## config.mk

```make
export PLATFORM = sky130hd
export DESIGN_NAME = radio_fsm_status_control
export DESIGN_NICKNAME = d
export VERILOG_FILES = /design/src/hdl/radio_fsm_pkg.sv /design/src/hdl/timer_if.sv /design/src/hdl/radio_fsm_status_control.sv /design/src/hdl/symbol_timer.sv
export SDC_FILE = /design/constraint.sdc
export NUM_CORES = 1
export LEC_CHECK = 0
export BUFFER_PORTS_ARGS = -buffer_cell sky130_fd_sc_hd__buf_2
export CAP_MARGIN = 20
export CORE_AREA = 2 2 123 125
export CTS_CLUSTER_SIZE = 28
export DETAILED_ROUTE_END_ITERATION = 12
export DIE_AREA = 0 0 125 127
export PLACE_DENSITY_LB_ADDON = 0.3
export SLEW_MARGIN = 20
export SYNTH_ARGS = -nofsm -noshare
export SYNTH_HDL_FRONTEND = slang
export SYNTH_SLANG_ARGS = --single-unit
```

## constraint.sdc

```tcl
create_clock -name mclk_in -period 2.5 [get_ports mclk_in]
set_input_delay 0.375 -clock mclk_in [delete_from_list [all_inputs] [get_ports mclk_in]]
set_output_delay 0.375 -clock mclk_in [all_outputs]
set_load 0.005 [all_outputs]
```

## src/hdl/radio_fsm_pkg.sv

```systemverilog
package radio_fsm_pkg;
  localparam logic [11:0] ADDR_STATE_CAL = 12'h032;
  localparam logic [11:0] ADDR_FLAGS = 12'h033;
  localparam logic [11:0] ADDR_THRESHOLD = 12'h034;
  localparam logic [11:0] ADDR_OPTIONS = 12'h035;
  localparam logic [7:0] RST_STATUS = 8'h00;
  localparam logic [6:0] RST_THRESHOLD = 7'h40;
  localparam logic [7:0] RST_OPTIONS = 8'h01;
  localparam int BIT_CAL_READY = 7;
  localparam int BIT_CAL_IN_PROGRESS = 6;
  localparam int BIT_DATA_PRESENT = 7;
  localparam int BIT_FRAME_PENDING = 6;
  localparam int BIT_SFD = 5;
  localparam int BIT_CCA = 4;
  localparam int BIT_CAPTURED_CCA = 3;
  localparam int BIT_LOCK = 2;
  localparam int BIT_TX_ACTIVE = 1;
  localparam int BIT_RX_ACTIVE = 0;
  localparam int BIT_BACKOFF_ACK = 1;
  localparam int BIT_TIMEOUT_EN = 0;
  localparam int CLK_PERIOD_NS = 10;
  localparam int SYMBOL_NS = 16000;
  localparam int ACK_SYMBOLS = 12;
  localparam int ACK_WAIT_CYCLES = (ACK_SYMBOLS * SYMBOL_NS + CLK_PERIOD_NS - 1) / CLK_PERIOD_NS;
  localparam int TIMER_W = 16;
  typedef enum logic [1:0] {
    CCA_ALWAYS = 2'b00,
    CCA_RSSI = 2'b01,
    CCA_NOT_RX = 2'b10,
    CCA_BOTH = 2'b11
  } assess_mode_t;
  typedef enum logic [1:0] {
    ACK_IDLE = 2'b00,
    ACK_COUNT = 2'b01,
    ACK_WAIT_SLOT = 2'b10
  } ack_state_t;
endpackage

```

## src/hdl/timer_if.sv

```systemverilog
`timescale 1ns/100ps
interface timer_if;
  logic start_ack;
  logic slotted;
  logic slot_boundary;
  logic rx_end;
  logic timeout_en;
  logic ack_fire;
  logic timeout_busy;
  modport ctl(output start_ack, output slotted, output slot_boundary, output rx_end, output timeout_en,
    input ack_fire, input timeout_busy);
  modport tmr(input start_ack, input slotted, input slot_boundary, input rx_end, input timeout_en,
    output ack_fire, output timeout_busy);
endinterface // timer_if

```

## src/hdl/radio_fsm_status_control.sv

```systemverilog
`timescale 1ns/100ps
module radio_fsm_status_control #(
  parameter int unsigned ACK_WAIT_CYCLES = radio_fsm_pkg::ACK_WAIT_CYCLES
) (
  // clock and reset
  input wire logic mclk_in,
  input wire logic rst_in,
  // register access
  input wire logic [11:0] reg_addr_in,
  input wire logic reg_wr_in,
  input wire logic reg_rd_in,
  input wire logic [7:0] reg_wdata_in,
  output logic [7:0] reg_rdata_out,
  // calibration and state machine
  input wire logic cal_ready_in,
  input wire logic calibration_in_progress_in,
  input wire logic [5:0] frame_control_state_in,
  input wire logic tx_state_in,
  input wire logic rx_state_in,
  input wire logic pll_lock_in,
  // receive buffer
  input wire logic [7:0] rx_count_in,
  input wire logic rx_overflow_in,
  input wire logic rx_frame_buffered_in,
  input wire logic rx_byte_read_in,
  // delimiter events
  input wire logic tx_sfd_sent_in,
  input wire logic tx_frame_end_in,
  input wire logic rx_sfd_seen_in,
  input wire logic rx_frame_end_in,
  // channel assessment
  input wire logic [1:0] channel_assessment_mode_in,
  input wire logic rssi_below_low_in,
  input wire logic rssi_at_or_above_in,
  input wire logic receiving_frame_in,
  input wire logic sample_assessment_strobe_in,
  input wire logic transmit_if_clear_strobe_in,
  // acknowledge timing
  input wire logic ack_request_in,
  input wire logic backoff_boundary_in,
  output logic ack_tx_start_out,
  output logic rx_timeout_active_out,
  // flags
  output logic frame_pending_flag_out,
  output logic channel_clear_out
);
  timer_if tif();

  logic cal_ready_reg;
  logic calibration_in_progress_reg;
  logic [5:0] state_field_reg;
  logic data_present_reg;
  logic frame_pending_reg;
  logic sfd_reg;
  logic cca_reg;
  logic captured_cca_reg;
  logic lock_reg;
  logic tx_active_reg;
  logic rx_active_reg;
  logic [6:0] threshold_reg;
  logic slotted_reg;
  logic timeout_en_reg;
  logic [7:0] rdata_reg;
  logic ack_start_reg;
  logic timeout_reg;
  logic cca_next;
  logic fp_set;
  logic fp_clear;
  radio_fsm_pkg::assess_mode_t mode;

  function automatic logic [7:0] pad7(input logic [6:0] v);
    pad7 = {1'b0, v};
  endfunction

  assign mode = radio_fsm_pkg::assess_mode_t'(channel_assessment_mode_in);

  // plain status sampling
  always_ff @(posedge mclk_in or posedge rst_in) begin
    if (rst_in) begin
      cal_ready_reg <= 1'b0;
      calibration_in_progress_reg <= 1'b0;
      state_field_reg <= 6'h00;
      lock_reg <= 1'b0;
      tx_active_reg <= 1'b0;
      rx_active_reg <= 1'b0;
    end else begin
      cal_ready_reg <= cal_ready_in;
      calibration_in_progress_reg <= calibration_in_progress_in;
      state_field_reg <= frame_control_state_in;
      lock_reg <= pll_lock_in;
      tx_active_reg <= tx_state_in;
      rx_active_reg <= rx_state_in;
    end
  end

  // receive buffer flags
  always_ff @(posedge mclk_in or posedge rst_in) begin
    if (rst_in) begin
      data_present_reg <= 1'b0;
    end else begin
      data_present_reg <= (rx_count_in != 8'h00) && !rx_overflow_in;
    end
  end

  assign fp_set = (rx_count_in > pad7(threshold_reg)) || rx_frame_buffered_in || rx_overflow_in;
  assign fp_clear = rx_byte_read_in && (rx_count_in < pad7(threshold_reg));

  always_ff @(posedge mclk_in or posedge rst_in) begin
    if (rst_in) begin
      frame_pending_reg <= 1'b0;
    end else if (fp_set) begin
      frame_pending_reg <= 1'b1;
    end else if (fp_clear) begin
      frame_pending_reg <= 1'b0;
    end
  end

  // delimiter flag, set wins over clear
  always_ff @(posedge mclk_in or posedge rst_in) begin
    if (rst_in) begin
      sfd_reg <= 1'b0;
    end else if (tx_sfd_sent_in || rx_sfd_seen_in) begin
      sfd_reg <= 1'b1;
    end else if (tx_frame_end_in || rx_frame_end_in) begin
      sfd_reg <= 1'b0;
    end
  end

  // channel assessment with hysteresis
  always_comb begin
    cca_next = cca_reg;
    case (mode)
      radio_fsm_pkg::CCA_ALWAYS: cca_next = 1'b1;
      radio_fsm_pkg::CCA_RSSI: begin
        if (rssi_at_or_above_in) begin
          cca_next = 1'b0;
        end else if (rssi_below_low_in) begin
          cca_next = 1'b1;
        end
      end
      radio_fsm_pkg::CCA_NOT_RX: cca_next = !receiving_frame_in;
      radio_fsm_pkg::CCA_BOTH: begin
        if (rssi_at_or_above_in || receiving_frame_in) begin
          cca_next = 1'b0;
        end else if (rssi_below_low_in) begin
          cca_next = 1'b1;
        end
      end
      default: cca_next = 1'b0;
    endcase
  end

  always_ff @(posedge mclk_in or posedge rst_in) begin
    if (rst_in) begin
      cca_reg <= 1'b0;
    end else begin
      cca_reg <= cca_next;
    end
  end

  always_ff @(posedge mclk_in or posedge rst_in) begin
    if (rst_in) begin
      captured_cca_reg <= 1'b0;
    end else if (sample_assessment_strobe_in || transmit_if_clear_strobe_in) begin
      captured_cca_reg <= cca_reg;
    end
  end

  // writable registers
  always_ff @(posedge mclk_in or posedge rst_in) begin
    if (rst_in) begin
      threshold_reg <= radio_fsm_pkg::RST_THRESHOLD;
      slotted_reg <= radio_fsm_pkg::RST_OPTIONS[radio_fsm_pkg::BIT_BACKOFF_ACK];
      timeout_en_reg <= radio_fsm_pkg::RST_OPTIONS[radio_fsm_pkg::BIT_TIMEOUT_EN];
    end else if (reg_wr_in) begin
      if (reg_addr_in == radio_fsm_pkg::ADDR_THRESHOLD) begin
        threshold_reg <= reg_wdata_in[6:0];
      end
      if (reg_addr_in == radio_fsm_pkg::ADDR_OPTIONS) begin
        slotted_reg <= reg_wdata_in[radio_fsm_pkg::BIT_BACKOFF_ACK];
        timeout_en_reg <= reg_wdata_in[radio_fsm_pkg::BIT_TIMEOUT_EN];
      end
    end
  end

  // read data, one cycle after the read request
  always_ff @(posedge mclk_in or posedge rst_in) begin
    if (rst_in) begin
      rdata_reg <= radio_fsm_pkg::RST_STATUS;
    end else if (reg_rd_in) begin
      case (reg_addr_in)
        radio_fsm_pkg::ADDR_STATE_CAL: rdata_reg <= {cal_ready_reg, calibration_in_progress_reg, state_field_reg};
        radio_fsm_pkg::ADDR_FLAGS: rdata_reg <= {data_present_reg, frame_pending_reg, sfd_reg, cca_reg,
          captured_cca_reg, lock_reg, tx_active_reg, rx_active_reg};
        radio_fsm_pkg::ADDR_THRESHOLD: rdata_reg <= pad7(threshold_reg);
        radio_fsm_pkg::ADDR_OPTIONS: rdata_reg <= {6'h00, slotted_reg, timeout_en_reg};
        default: rdata_reg <= 8'h00;
      endcase
    end
  end

  // acknowledge and timeout timing
  assign tif.start_ack = ack_request_in;
  assign tif.slotted = slotted_reg;
  assign tif.slot_boundary = backoff_boundary_in;
  assign tif.rx_end = rx_frame_end_in;
  assign tif.timeout_en = timeout_en_reg;

  symbol_timer #(
    .WAIT_CYCLES(ACK_WAIT_CYCLES)
  ) u_timer (
    .mclk_in(mclk_in),
    .rst_in(rst_in),
    .tif(tif)
  );

  always_ff @(posedge mclk_in or posedge rst_in) begin
    if (rst_in) begin
      ack_start_reg <= 1'b0;
      timeout_reg <= 1'b0;
    end else begin
      ack_start_reg <= tif.ack_fire;
      timeout_reg <= tif.timeout_busy;
    end
  end

  assign reg_rdata_out = rdata_reg;
  assign ack_tx_start_out = ack_start_reg;
  assign rx_timeout_active_out = timeout_reg;
  assign frame_pending_flag_out = frame_pending_reg;
  assign channel_clear_out = cca_reg;
endmodule // radio_fsm_status_control

```

## src/hdl/symbol_timer.sv

```systemverilog
`timescale 1ns/100ps
module symbol_timer #(
  parameter int unsigned WAIT_CYCLES = radio_fsm_pkg::ACK_WAIT_CYCLES
) (
  input wire logic mclk_in,
  input wire logic rst_in,
  timer_if.tmr tif
);
  radio_fsm_pkg::ack_state_t ack_state_reg;
  logic [radio_fsm_pkg::TIMER_W-1:0] ack_cnt_reg;
  logic [radio_fsm_pkg::TIMER_W-1:0] tmo_cnt_reg;
  logic fire_reg;
  logic busy_reg;

  assign tif.ack_fire = fire_reg;
  assign tif.timeout_busy = busy_reg;

  always_ff @(posedge mclk_in or posedge rst_in) begin
    if (rst_in) begin
      ack_state_reg <= radio_fsm_pkg::ACK_IDLE;
      ack_cnt_reg <= '0;
      fire_reg <= 1'b0;
    end else begin
      fire_reg <= 1'b0;
      case (ack_state_reg)
        radio_fsm_pkg::ACK_IDLE: begin
          if (tif.start_ack) begin
            ack_cnt_reg <= radio_fsm_pkg::TIMER_W'(WAIT_CYCLES - 1);
            ack_state_reg <= radio_fsm_pkg::ACK_COUNT;
          end
        end
        radio_fsm_pkg::ACK_COUNT: begin
          if (ack_cnt_reg != '0) begin
            ack_cnt_reg <= ack_cnt_reg - 1'b1;
          end else if (tif.slotted) begin
            ack_state_reg <= radio_fsm_pkg::ACK_WAIT_SLOT;
          end else begin
            fire_reg <= 1'b1;
            ack_state_reg <= radio_fsm_pkg::ACK_IDLE;
          end
        end
        radio_fsm_pkg::ACK_WAIT_SLOT: begin
          if (tif.slot_boundary) begin
            fire_reg <= 1'b1;
            ack_state_reg <= radio_fsm_pkg::ACK_IDLE;
          end
        end
        default: ack_state_reg <= radio_fsm_pkg::ACK_IDLE;
      endcase
    end
  end

  always_ff @(posedge mclk_in or posedge rst_in) begin
    if (rst_in) begin
      tmo_cnt_reg <= '0;
      busy_reg <= 1'b0;
    end else if (tif.rx_end && tif.timeout_en) begin
      tmo_cnt_reg <= radio_fsm_pkg::TIMER_W'(WAIT_CYCLES - 1);
      busy_reg <= 1'b1;
    end else if (busy_reg) begin
      if (tmo_cnt_reg == '0) begin
        busy_reg <= 1'b0;
      end else begin
        tmo_cnt_reg <= tmo_cnt_reg - 1'b1;
      end
    end
  end
endmodule // symbol_timer

```

==> flow_summary.ini, run 1 <==
[global_routing]
antenna_found_initial = 0
grt_pass1_wl_um = 14100
overflow = 0
first_global_vias = 2919
grtUsageTotal_pct = 11.1
grt_max_degree = 72

[route]
viasPerCell = 4.69
routedWlPerCell_um = 13.7
route.detailed.drc = 0
postRouteWirelength_um = 8370
antenna_left = 0
vias = 2877
firstDrtPassIters = 4
dr.first_iter.drc_count = 119

[synthesis]
synthArstFlopShare_pct = 100
synth-seq-cells = 71
yosysSeqAreaShare_pct = 49.6
synth-edff-count = 0
yosys_warnings = 0
synthesis.instances = 343
syn-num-nets = 416
synth_area_leader_cell = dfrtp_1
synth-main-ff-cell = dfrtp_1
syn_avg_cell_area_sq_um = 10.5
synth_top_area_share_pct = 48.1
synth_area_leaders = dfrtp_1 48%, ha_1 4.9%, mux2_2 3.8%, nor2_1 3.6%, nand2_1 3.0%
syn_area_sq_um = 3590
yosys.cell_types.count = 54

[worst_setup_path]
crit_required_ns = 2.72
worst-path-max-fanout = 6
worstReg2RegStart = u_timer.ack_cnt_reg[0]
arrival_ns = 2.36
rr_worst_depth = 7
critPathSlowestCell = dfrtp_1
start_kind = register
critPathCaptureType = register
path_delay_family = simple AND/OR/NAND/NOR gates
r2r_end = u_timer.ack_state_reg[0]
crit_chain = inv_1 -> ha_1 -> nor4b_1 -> and4b_1 -> nand2_1 -> a21oi_1 -> mux2_2
critical-path-max-stage-delay_ns = 0.42
cp_num_buf_inv = 1
crit_type = reg2reg
r2r_slack_ns = 0.37

[pwr]
ir_drop_mv = 0.272
comb_power_share_pct = 16.7
swShare_pct = 28.6
power_density_nw_per_um2 = 666
clock_power_share_pct = 39.5
p_leak_nw = 1.86
p_int_mw = 2.13
power.switching_uw = 857
p_seq_share_pct = 43.8

[finish]
drive_above_1_share_pct = 28.0
syn2layout_area_growth_pct = 25.1
antenna_cells = 0
layout_common_cells = 69 x dfrtp_1, 69 x buf_2, 34 x nor2_1
nets = 497
fin_area_sq_um = 4490

[placement]
place.port_buffers = 69
placed_area_sq_um = 4210
place_congestion = 0.874
dpl.hpwl_um = 6150

[clock_tree]
cts_buffers = 9
clock_path_buffers = 2
clk_latency_ns = 0.33
root_buffer = clkbuf_16
clk_pin_slew_ns = 0.06
cts_sinks = 71
cts_tree = built
htreeDepth = 3
holdBufCountCts = 0

[floorplanning]
start_util_pct = 24.9
dieArea_sq_um = 15900
die_width_um = 125
io_pins = 71
rows = 44
fp.coreArea_sq_um = 14400
die_y_um = 127

[timing]
setup_tns_ns = 0
setup_violations = 0
finalCritPeriodShare_pct = 85.4
fin_crit_ns = 2.13
hold_violations = 0
max-slew-margin-rel_pct = 63.9
fin_skew_ns = 0.00625
worst_pin_slew_ns = 0.528
slew_viol_final = 0
fmax_mhz = 468
rsz0062_at_grt = no

[hold_path]
min_path_type = in2async

[run]
cap_violations = 0

[status]
status = finished clean
[worst max-delay path by stage]
stage / depth (start not counted) / end / from
final: 7 / u_timer.ack_state_reg[0] / u_timer.ack_cnt_reg[0]
after global routing: 7 / u_timer.tmo_cnt_reg[1] / u_timer.tmo_cnt_reg[0]
after CTS: 4 / u_timer.tif.timeout_busy / u_timer.tmo_cnt_reg[6]
after detailed placement: 6 / threshold_reg[2] / reg_addr_in[7]
after global placement: 6 / threshold_reg[2] / reg_addr_in[7]
after floorplan: 1 / ack_tx_start_out / rst_in
[logic make-up after synthesis]
kind of cell | Yosys count | share of synthesized area [%]
simple gates | 135 | 21.1
flops | 71 | 49.6
compound gates | 55 | 10.5
buf+inv | 28 | 2.96
xor+xnor | 20 | 4.88
mux | 20 | 6.00
fa+ha+maj | 14 | 4.88
[synth_stat cells (3+ instances only)]
master and n:
a31oi_1 4, or4_1 3, o2111ai_1 3, a21oi_1 13
nor3_1 9, o21a_1 3, nand2_1 29, nor4_1 12
inv_1 21, nor2_1 34, nor2b_1 3, dfrtp_1 69
a211o_1 3, mux2_2 12, mux2i_1 8, nand4_1 5
o21ai_0 9, a22oi_1 3, clkbuf_1 5, nand3_1 9
xor2_1 8, or2_2 4, nor4b_1 5, ha_1 14
a221o_1 5, xnor2_1 12
[worst reg2reg max path, stage by stage (launching register included)]
cell and delay, ns:
dfrtp_1 0.42, inv_1 0.10, ha_1 0.16, nor4b_1 0.36, and4b_1 0.29, nand2_1 0.09, a21oi_1 0.25, mux2_2 0.36
[metal layers]
metal	wire [um]	up-vias	GRT usage, %	part of all wire, %
li1	-	1412	-	-
met1	3960	1398	14.3	47
met2	3910	52	17.9	47
met3	261	15	2.35	3.1
met4	243	0	5.75	2.9
met5	0	-	0	0
[metrics by stage]
step | setup slack (ns) | std cells | hold slack [ns] | power, mW | utilization (%)
floorplan | 0.332 | 343 | 0.331 | 1.66 | -
global placement | 0.142 | 597 | 0.353 | 1.82 | 29.2
detailed placement | 0.114 | 597 | 0.348 | 1.83 | 29.2
CTS | 0.236 | 613 | 0.124 | 3.04 | 31.1
global route | 0.0830 | 613 | 0.128 | 3.19 | 31.1
finish | 0.366 | 613 | 0.108 | 2.99 | 31.1
[area by class of cell]
type / instances / area (sq um)
Clock buffer: 10 / 229
Clock inverter: 6 / 46.3
Fill cell: 1511 / 9930
Inverter: 21 / 78.8
Multi-Input combinational cell: 244 / 1710
Sequential cell: 71 / 1780
Tap cell: 184 / 230
Timing Repair Buffer: 77 / 418
[power by group through the flow]
stage               sequential (mW)  clock [mW]  combinational (mW)
floorplan                      1.31           0               0.350
CTS                            1.31        1.22               0.508
global route                   1.33        1.29               0.569
detailed placement             1.33           0               0.501
finish                         1.31        1.18               0.499
global placement               1.33           0               0.491
[timing repair]
action,4_1_cts,5_1_grt
endpoints found under the setup margin,0,3
gates resized for setup,0,1
buffers inserted,0,0
(Power assumes the default switching activity.)
==> inputs of run 2 (changes only) <==
Settings changed: CAP_MARGIN 20 to not set, CORE_AREA 2 2 123 125 to 2 2 88 175, DIE_AREA 0 0 125 127 to 0 0 90 177.
==> run 2 against run 1 <==
Flip-flop and latch count is the same. Power rose by 6.4%. Die area up 0.35%. Cell count grew 2.1%. Sequential share of layout area is 0.61 points lower. Clock power up 17%. Fmax down 6.3%. First-iteration DRC count decreased by 8.4%. Critical endpoint is now u_timer.tmo_cnt_reg[7]. Non-clock buffer count grew 2. Global-route usage shrank 0.13 points.
==> flow_summary.ini, run 2 (synthesized netlist as in run 1, its figures left out) <==
[clock_tree]
clk_latency_ns = 0.33
htreeDepth = 3
cts_resized = 0
post_cts.repair.setup_buffers = 0
cts_sinks = 71
clk_pin_slew_ns = 0.06
holdBufCountCts = 0
clock_path_buffers = 2
root_buffer = clkbuf_16
cts_tree = built
cts_buffers = 9

[placement]
placed_area_sq_um = 4240
place_congestion = 0.782
post-place-ws_ns = 0.109
dpl.hpwl_um = 6190
place.port_buffers = 69

[worst_setup_path]
critPathSlowestCell = or4_4
crit_chain = or4_4 -> nor4bb_1 -> buf_4 -> nand2_1 -> and4_1 -> o21ai_0
worst-path-max-fanout = 6
start_kind = register
critPathCaptureType = register
crit_required_ns = 2.74
path_delay_family = simple AND/OR/NAND/NOR gates
cp_num_buf_inv = 1
arrival_ns = 2.52
crit_type = reg2reg
critical-path-max-stage-delay_ns = 0.58

[timing]
fin_skew_ns = 0.00725
fmax_mhz = 439
slew_viol_final = 0
setup_slack_ns = 0.223
setup_violations = 0
hold-worst-slack_ns = 0.0280
finalCritPeriodShare_pct = 91.1
hold_violations = 0
worst_pin_slew_ns = 0.550
max-slew-margin-rel_pct = 62.4
rsz0062_at_grt = no
fin_crit_ns = 2.28
setup_tns_ns = 0

[finish]
fin_area_sq_um = 4560
layout_common_cells = 69 x dfrtp_1, 69 x buf_2, 34 x nor2_1
drive_above_1_share_pct = 28.1
antenna_cells = 0
nets = 499
syn2layout_area_growth_pct = 27.1
fin_util_pct = 31.1

[route]
dr.first_iter.drc_count = 109
route.detailed.drc = 0
viasPerCell = 4.53
postRouteWirelength_um = 8160
antenna_left = 0
firstDrtPassIters = 4
routedWlPerCell_um = 13.0
vias = 2837

[global_routing]
first_global_vias = 2830
antenna_found_initial = 0
overflow = 0
grt_pass1_wl_um = 14000
grt_max_degree = 39
grtUsageTotal_pct = 11.0

[floorplanning]
rows = 63
die_y_um = 177
die_width_um = 90
start_util_pct = 24.5
fp.coreArea_sq_um = 14700
io_pins = 71
dieArea_sq_um = 15900

[pwr]
power_density_nw_per_um2 = 698
power.switching_uw = 845
swShare_pct = 26.5
p_seq_share_pct = 41.2
p_int_mw = 2.34
p_leak_nw = 1.89
ir_drop_mv = 0.417
comb_power_share_pct = 15.5
clock_power_share_pct = 43.3

[hold_path]
min_path_type = in2async

[status]
status = finished clean

[run]
cap_violations = 0
run 2: cell count changes in the layout (fill, tap and decap cells not counted):
cell,delta
nor4bb_2,-1
buf_4,+2
clkinvlp_4,-1
clkinv_2,-1
bufinv_16,+2
nor4bb_1,+1
run 2: layout make-up:
cell class,count,area [sq um]
Clock buffer,10,229
Clock inverter,6,93.8
Fill cell,1574,10100
Inverter,21,78.8
Multi-Input combinational cell,244,1700
Sequential cell,71,1780
Tap cell,195,244
Timing Repair Buffer,79,433
run 2: per-layer routing:
layer / global-route usage [%] / wire, um
met2: 17.5 / 3810
met3: 2.85 / 426
met5: 0 / 0
met1: 14.2 / 3770
met4: 4.62 / 157
run 2: metrics by stage:
stage          std cells  power (mW)
4_1_cts              626        3.23
2_1_floorplan        343        1.66
3_3_place_gp         610        1.83
6_report             626        3.18
5_1_grt              626        3.38
3_5_place_dp         610        1.83
run 2: power groups by stage:
stage                     Sequential (mW)  Combinational (mW)  Clock [mW]
final                                1.31               0.494        1.38
after global routing                 1.33               0.573        1.48
after CTS                            1.31               0.504        1.41
after detailed placement             1.33               0.501           0
after global placement               1.33               0.495           0
after floorplan                      1.31               0.350           0
run 2: worst paths after layout:
check,startpoint,endpoint,slack (ns),depth (start not counted)
max,u_timer.tmo_cnt_reg[6],u_timer.tmo_cnt_reg[7],0.22,6
min,rst_in,sfd_reg,0.03,2
max reg2reg,u_timer.tmo_cnt_reg[6],u_timer.tmo_cnt_reg[7],0.22,6
min reg2reg,u_timer.tif.ack_fire,ack_tx_start_out,0.37,0
max in group asynchronous,rst_in,tif.timeout_en,1.88,3
min in group mclk_in,frame_control_state_in[0],state_field_reg[0],0.14,1
